**src/pkg/rac_cfg.svh**
```systemverilog
`ifndef RAC_CFG_SVH
`define RAC_CFG_SVH
// register index within the bank
`define RAC_IDX_CTRL      3'h0
`define RAC_IDX_STATUS    3'h1
`define RAC_IDX_CMD       3'h2
`define RAC_IDX_FLAG_SET  3'h3
`define RAC_IDX_FLAG_CLR  3'h4
`define RAC_IDX_DBG       3'h5
// ctrl: bits 5:0 used, 7:6 reserved
`define RAC_CTRL_MASK     8'h3F
`define RAC_CTRL_RST      8'h00
// ctrl mode field position, 2 bits
`define RAC_MODE_LSB      4
// status: mask keeps bits 3:0, state code uses bits 1:0 only
`define RAC_STATUS_MASK   8'h0F
`define RAC_FLAG_RST      8'h00
`define RAC_DBG_RST       8'h00
`define RAC_ZERO8         8'h00
`endif

```
**src/pkg/rac_pkg.sv**
```systemverilog
package rac_pkg;
  typedef logic [7:0] rac_byte_t;
  typedef logic [2:0] rac_idx_t;
  // defined encodings of the read-only state field
  typedef enum logic [1:0] {
    RAC_ST_IDLE = 2'h0,
    RAC_ST_RUN  = 2'h1,
    RAC_ST_HOLD = 2'h2
  } rac_state_t;
endpackage

```
**src/logic/rac_bank.sv**
```systemverilog
// What this block does
// read/write bits read back last write
// read-only bits ignore writes
// write-only bits read undefined, here zero
// reserved bits always read zero
// software writes zero to reserved bits
// software never writes reserved field encodings
// read-only field shows only defined encodings
// never write reserved fuse bits
// resets load defaults, debug survives soft reset
// clear-alias one clears shared bit
// raise-alias one sets shared bit
// both aliases read same shared value
// simultaneous writes: clear wins
// zero written to alias changes nothing
`timescale 1ns/1ps
`include "rac_cfg.svh"
module rac_bank (
  // clock and resets
  input  wire logic              clk_sys_i,
  input  wire logic              reset_i,
  input  wire logic              soft_reset_i,
  // register access port
  input  wire logic              wr_en_i,
  input  wire logic              rd_en_i,
  input  wire rac_pkg::rac_idx_t addr_i,
  input  wire rac_pkg::rac_byte_t wdata_i,
  // second writer for the clear alias, same cycle as wr_en_i
  input  wire logic              clr_wr_en_i,
  input  wire rac_pkg::rac_byte_t clr_wdata_i,
  // hardware events that raise flags
  input  wire rac_pkg::rac_byte_t hw_set_i,
  // read data and block outputs
  output logic                   rdata_valid_o,
  output rac_pkg::rac_byte_t     rdata_o,
  output rac_pkg::rac_byte_t     ctrl_o,
  output rac_pkg::rac_byte_t     flags_o,
  output rac_pkg::rac_byte_t     cmd_pulse_o,
  output rac_pkg::rac_byte_t     dbg_o
);
  import rac_pkg::*;

  // register state
  rac_byte_t  ctrl_q;
  rac_byte_t  ctrl_d;
  rac_byte_t  flag_q;
  rac_byte_t  dbg_q;
  rac_byte_t  dbg_d;
  rac_byte_t  cmd_q;
  rac_byte_t  cmd_d;
  rac_byte_t  rdata_q;
  rac_byte_t  rdata_d;
  logic       rvalid_q;
  logic       rvalid_d;
  rac_state_t state_q;
  rac_state_t state_d;

  // reset qualifiers
  logic       power_reset;
  logic       any_reset;

  // address decode
  logic       hit_ctrl;
  logic       hit_status;
  logic       hit_cmd;
  logic       hit_set;
  logic       hit_clr;
  logic       hit_dbg;

  // write strobes
  logic       wr_ctrl;
  logic       wr_cmd;
  logic       wr_set;
  logic       wr_clr;
  logic       wr_dbg;

  // alias masks
  rac_byte_t  sw_set_bits;
  rac_byte_t  sw_clr_bits;
  rac_byte_t  extra_clr_bits;
  rac_byte_t  set_bits;
  rac_byte_t  clr_bits;
  wire [7:0]  flag_d;

  // control field and read path
  logic [1:0] mode_req;
  rac_byte_t  status_rd;
  rac_byte_t  rdata_sel;

  // soft reset spares the debug register only
  assign power_reset = reset_i;
  assign any_reset   = reset_i | soft_reset_i;

  assign hit_ctrl   = (addr_i == `RAC_IDX_CTRL);
  assign hit_status = (addr_i == `RAC_IDX_STATUS);
  assign hit_cmd    = (addr_i == `RAC_IDX_CMD);
  assign hit_set    = (addr_i == `RAC_IDX_FLAG_SET);
  assign hit_clr    = (addr_i == `RAC_IDX_FLAG_CLR);
  assign hit_dbg    = (addr_i == `RAC_IDX_DBG);

  assign wr_ctrl = wr_en_i & hit_ctrl;
  assign wr_cmd  = wr_en_i & hit_cmd;
  assign wr_set  = wr_en_i & hit_set;
  assign wr_clr  = wr_en_i & hit_clr;
  assign wr_dbg  = wr_en_i & hit_dbg;

  // only ones act; zeros leave the shared bit alone
  assign sw_set_bits    = wr_set ? wdata_i : `RAC_ZERO8;
  assign sw_clr_bits    = wr_clr ? wdata_i : `RAC_ZERO8;
  assign extra_clr_bits = clr_wr_en_i ? clr_wdata_i : `RAC_ZERO8;
  assign set_bits       = sw_set_bits | hw_set_i;
  assign clr_bits       = sw_clr_bits | extra_clr_bits;

  // one cell per shared bit; clear wins, also over hardware set
  for (genvar i = 0; i < 8; i++) begin : g_flag
    assign flag_d[i] = clr_bits[i] ? 1'b0
                                   : (flag_q[i] | set_bits[i]);
  end

  // reserved bits never stored
  assign ctrl_d = wr_ctrl ? (wdata_i & `RAC_CTRL_MASK) : ctrl_q;
  assign dbg_d  = wr_dbg ? wdata_i : dbg_q;
  // command bits are write-only and self clearing
  assign cmd_d  = wr_cmd ? wdata_i : `RAC_ZERO8;

  // reserved mode code 3 falls back to idle
  assign mode_req = ctrl_q[`RAC_MODE_LSB +: 2];
  always_comb begin
    case (mode_req)
      2'h1: begin
        state_d = RAC_ST_RUN;
      end
      2'h2: begin
        state_d = RAC_ST_HOLD;
      end
      default: begin
        state_d = RAC_ST_IDLE;
      end
    endcase
  end

  // status shows the state code; upper bits reserved
  assign status_rd = {6'h00, state_q} & `RAC_STATUS_MASK;

  // cmd and unmapped indices select nothing and read zero
  assign rdata_sel = ({8{hit_ctrl}} & ctrl_q)
                   | ({8{hit_status}} & status_rd)
                   | ({8{hit_set | hit_clr}} & flag_q)
                   | ({8{hit_dbg}} & dbg_q);
  assign rdata_d  = rd_en_i ? rdata_sel : `RAC_ZERO8;
  assign rvalid_d = rd_en_i;

  // debug register survives a peripheral soft reset
  always_ff @(posedge clk_sys_i) begin
    if (power_reset) begin
      dbg_q <= `RAC_DBG_RST;
    end else begin
      dbg_q <= dbg_d;
    end
  end

  // control register
  always_ff @(posedge clk_sys_i) begin
    if (any_reset) begin
      ctrl_q <= `RAC_CTRL_RST;
    end else begin
      ctrl_q <= ctrl_d;
    end
  end

  // shared flag value behind both aliases
  always_ff @(posedge clk_sys_i) begin
    if (any_reset) begin
      flag_q <= `RAC_FLAG_RST;
    end else begin
      flag_q <= flag_d;
    end
  end

  // command pulse lasts one cycle
  always_ff @(posedge clk_sys_i) begin
    if (any_reset) begin
      cmd_q <= `RAC_ZERO8;
    end else begin
      cmd_q <= cmd_d;
    end
  end

  // state lags control by one cycle
  always_ff @(posedge clk_sys_i) begin
    if (any_reset) begin
      state_q <= RAC_ST_IDLE;
    end else begin
      state_q <= state_d;
    end
  end

  // read data is zero whenever it is not valid
  always_ff @(posedge clk_sys_i) begin
    if (any_reset) begin
      rdata_q <= `RAC_ZERO8;
    end else begin
      rdata_q <= rdata_d;
    end
  end

  // read valid pulse
  always_ff @(posedge clk_sys_i) begin
    if (any_reset) begin
      rvalid_q <= 1'b0;
    end else begin
      rvalid_q <= rvalid_d;
    end
  end

  // outputs straight from the flops
  assign rdata_valid_o = rvalid_q;
  assign rdata_o       = rdata_q;
  assign ctrl_o        = ctrl_q;
  assign flags_o       = flag_q;
  assign cmd_pulse_o   = cmd_q;
  assign dbg_o         = dbg_q;
endmodule

```
**config.mk**
```make
export PLATFORM = sky130hd
export DESIGN_NAME = rac_bank
export DESIGN_NICKNAME = d
export VERILOG_FILES = /design/src/pkg/rac_pkg.sv /design/src/logic/rac_bank.sv
export VERILOG_INCLUDE_DIRS = /design/src /design/src/pkg
export SDC_FILE = /design/constraint.sdc
export NUM_CORES = 1
export LEC_CHECK = 0
export BUFFER_PORTS_ARGS = -buffer_cell sky130_fd_sc_hd__buf_2
export CAP_MARGIN = 20
export CORE_MARGIN = 2
export CORE_UTILIZATION = 31
export DETAILED_ROUTE_END_ITERATION = 12
export MAX_ROUTING_LAYER = met4
export PLACE_DENSITY = 0.66
export SLEW_MARGIN = 20
export SYNTH_ARGS = -nofsm -noshare
export SYNTH_HDL_FRONTEND = slang
export SYNTH_SLANG_ARGS = --single-unit
```
**constraint.sdc**
```tcl
create_clock -name clk_sys_i -period 1.3 [get_ports clk_sys_i]
set_input_delay 0.26 -clock clk_sys_i [delete_from_list [all_inputs] [get_ports clk_sys_i]]
set_output_delay 0.26 -clock clk_sys_i [all_outputs]
set_load 0.005 [all_outputs]
```
* Word level (Yosys, flattened, before mapping)
Cells that the tools add are included.
** Storage, ports and cells
- Bits in registers :: 41
- Bits in latches :: 0
- Bits in writable memories :: 0
- Bits in read-only memories :: 0
- Bits of input ports :: 33
- Output and inout port bits :: 41
- Logic and storage cells :: 62
- Memories kept :: 0
** Cells by class
- Add/sub/neg operators :: 0
- Multipliers :: 0
- Divide/modulo/power cells :: 0
- Magnitude comparators :: 0
- Equal/unequal tests :: 7
- Shifts and indexed selects :: 0
- Multiplexer cells :: 4
- Bitwise logic cells :: 26
- Reductions and logical operators :: 11
** Operators with widths (number)
- $or 8x8->8 :: 5
- $mux 8 :: 3
- $reduce_or 2->1 :: 10
- $and 8x8->8 :: 2
- $or 1x1->1 :: 10
- $and 8x2->8 :: 1
- $and 8x6->8 :: 1
- $eq 3x2->1 const B :: 2
- $eq 3x3->1 const B :: 2
- $and 1x1->1 :: 5
- $pmux 2 s2 :: 1
- $eq 3x1->1 const B :: 1
- $logic_not 3->1 :: 1
- $eq 2x1->1 const B :: 1
- $eq 2x2->1 const B :: 1
- $not 1->1 :: 2

* Logic depth before layout (Yosys ltp)
- Depth in word-level cells :: 5
- Depth in mapped cells :: 6

* Least setup slack after synthesis
No wires, ideal clock.
- Kind :: input -> register
- Start point :: input port addr_i[2]
- End point :: register rdata_q[1], in the netlist rdata_o[1]
- Arrival time :: 1.173 ns
- Required time :: 1.174 ns
- Slack :: 0.001 ns
- Cell stages on the path :: 5
- Path buffers :: 2
- Cells stage by stage :: buf_2 buf_2 mux2_2 a22oi_1 a21oi_1
** On the way
- Word-level cells in the longest chain between the ends :: 5
** RTL lines
- start: declaration :: line rac_bank.sv:26 : input wire rac_pkg::rac_idx_t addr_i,
- $eq 3x1->1 (no source line) (tied with other cells)
- $and 8x2->8 (tied with other cells) :: line rac_bank.sv:147 : | ({8{hit_status}} & status_rd)
- $or 8x8->8 or $and 8x8->8 (tied branches) :: line rac_bank.sv:147, rac_bank.sv:148
- $or 8x8->8 :: line rac_bank.sv:148 : | ({8{hit_set | hit_clr}} & flag_q)
- $or 8x8->8 (*) :: line rac_bank.sv:149 : | ({8{hit_dbg}} & dbg_q);
- end signal: assignment :: line rac_bank.sv:201 : rdata_q <= `RAC_ZERO8;
- end signal: assignment :: line rac_bank.sv:203 : rdata_q <= rdata_d;
- end: declaration :: line rac_bank.sv:51 : rac_byte_t rdata_q;
Every way passes the cells marked *; elsewhere a longest branch is shown, timed or not.
A chain may end at the register's enable or synchronous reset.

* Worst setup path after layout
- Start point :: register ctrl_q[5], in the netlist ctrl_o[5]
- End point :: output port ctrl_o[5]
** RTL lines
- start: declaration :: line rac_bank.sv:44 : rac_byte_t ctrl_q;
- start signal: assignment :: line rac_bank.sv:165 : ctrl_q <= `RAC_CTRL_RST;
- start signal: assignment :: line rac_bank.sv:167 : ctrl_q <= ctrl_d;
- end: declaration :: line rac_bank.sv:36 : output rac_pkg::rac_byte_t ctrl_o,
No word-level cell between the ends.

==> qor.yml <==
route:
  routed_wl_um: 4838
  remaining_drc_errors: 0
  ant_nets: 0
  wl_met2_um: 2270
  top_layer: "met4"
  viasPerCell: 4.722
  wl_met3_um: 221
  routedWlPerCell_um: 14.44
  drt_iter0_drc: 62
  met1Wirelength_um: 2265
  dr_total_vias: 1582
  firstDrtPassIters: 4
clocking:
  ctsHoldBuffers: 0
  cts_num_sinks: 41
  post_cts_buffers: 0
  cts_root_buf: "clkbuf_8"
  clockBufferDepth: 2
  cts_buffers: 5
  cts_resized: 0
  cts_tree: "yes"
  htreeDepth: 2
  clock_latency_ns: 0.30
  clkTransAtPathRegs_ns: 0.08
critical_path:
  path_cells: "buf_2"
  critical_path_buf_inv_count: 1
  ff2ff_path_depth: 3
  cp-startpoint: "ctrl_o[5]"
  reg2reg_slack_ns: 0.29
  cp_top_family: "flip-flops"
  critPathCaptureType: "primary output"
  rr_endpoint: "rdata_o[0]"
  slowest_stage: "dfxtp_1"
  arrival_ns: 0.89
  crit_path_start_kind: "flip-flop"
  path_max_fanout: 5
  timing_worst_setup_path_type: "reg -> out"
  rr_startpoint: "flags_o[0]"
  worstPathRequired_ns: 1.04
  cp_slowest_stage_delay_ns: 0.43
job:
  max-cap-violations: 0
power:
  ir_worst_vdd_uv: 641.1
  leakage_nw: 1.106
  finalPower_mw: 2.564
  p_per_area_nw_per_um2: 1096
sta:
  maxSlewViolCount: 0
  layout_min_cycle_time_ns: 1.154
  rsz0062_at_grt: "no"
  fin_tns_setup_ns: 0
  finalSetupViolCount: 0
  fin_hold_ws_ns: 0.1693
  fin_worst_skew_ns: 0.006251
  finalHoldViolCount: 0
  finalCritPeriodShare_pct: 88.75
  fmax_mhz: 866.8
  fin_ws_ns: 0.1463
final_layout:
  syn_to_final_growth_pct: 31.90
  mostFrequentLayoutCells: "71 x buf_2, 41 x dfxtp_1, 21 x nand2_1"
  layout.cells.most_common: "buf_2"
  finalNetCount: 296
  fin_area_um2: 2338
  n_antenna_cell: 0
  finalNonFillerCells: 335
  utilization_pct: 42.47
  drive_gt1_share_pct: 40.30
placed_design:
  gp_congestion: 0.8374
  io_buffers: 71
  hpwl_um: 3626
  dp_cells: 328
  place_area_um2: 2235
  dp_slack_ns: -0.03657
floorplan:
  core.rowCount: 27
  io-pin-count: 74
  die_h_um: 79.63
  start_util_pct: 32.20
  coreArea_um2: 5507
  die_w_um: 79.63
  die_area_um2: 6340
synth:
  syn_avg_cell_area_um2: 9.636
  synth_cell_types: 30
  ys_seq_elements: 41
  synth_area_leader_cell: "dfxtp_1"
  syn_area_um2: 1773
  yosys_warnings: 0
  netlist_instances: 184
  synth_top_area_share_pct: 46.29
  ys_top_cells_by_area: "dfxtp_1 46%, mux2_2 5.1%, a21oi_1 4.5%"
  yosysSeqAreaShare_pct: 46.29
worst_hold_path:
  min_from: "hw_set_i[2]"
  whs_path_depth: 3
  holdPathEnd: "flags_o[2]"
  holdCritPathClass: "in -> reg"
global_route:
  grt_pass1_vias: 1566
  grt_max_degree: 18
  grt_pass1_wl_um: 7728
  antenna_found_initial: 0
  track_usage_pct: 16.34
  grt_overflow_total: 0
run_status:
  status: "finished, final reports clean"
## cell usage after synthesis
library cell	count
clkbuf_1	2
mux2i_1	6
nand4b_1	1
mux2_2	8
a22oi_1	2
and2b_1	1
buf_1	2
and3b_1	9
and4bb_1	1
or2_1	1
dfxtp_1	41
and2_1	8
nor4b_4	1
and3b_2	3
nor3b_1	2
nor2_1	16
and4b_1	2
and4b_2	1
o21ai_0	6
buf_2	5
nand3_1	4
nor2b_1	1
conb_1	1
buf_6	4
a21oi_1	16
a221o_1	8
a211oi_1	8
buf_4	2
inv_1	1
nand2_1	21
## how the worst max path moves through the flow
| stage | depth (start not counted) | slack [ns] | to |
|---|---|---|---|
| finish | 1 | 0.15 | ctrl_o[5] |
| global route | 1 | 0.11 | ctrl_o[5] |
| CTS | 1 | 0.15 | ctrl_o[5] |
| detailed placement | 4 | -0.04 | flags_o[7] |
| global placement | 4 | -0.02 | flags_o[1] |
| floorplan | 5 | 0.0009 | rdata_o[1] |
## layout make-up
cell class,count,area (um2)
Inverter,1,3.754
Fill cell,572,3168
Clock inverter,2,35.03
Timing Repair Buffer,86,467.9
Multi-Input combinational cell,128,852.1
Tap cell,72,90.09
Clock buffer,5,68.82
Sequential cell,41,820.8
## power breakdown
group	switching, mW	internal [mW]	total (mW)
logic	0.130	0.127	0.257
clock network	0.453	0.558	1.01
registers	0.0192	1.28	1.30
## cell families after synthesis
group	share of synthesized area, %
AOI/OAI and AO/OA	14.96
buffers and inverters	5.857
DFF	46.30
muxes	8.469
other	0.2115
and+or+nand+nor	24.21
## flip-flops by register name, summed over array words and instances (netlist names)
register / cells
state_q: 2
rdata_valid_o: 1
rdata_o: 8
flags_o: 8
dbg_o: 8
ctrl_o: 6
cmd_pulse_o: 8
## per-layer routing
layer  GRT usage [%]  up-vias
met5               -        -
met4           7.069        0
met3           3.846        6
met2           25.29       36
met1           20.36      736
li1                -      804
Power figures use the tool's default switching activity.
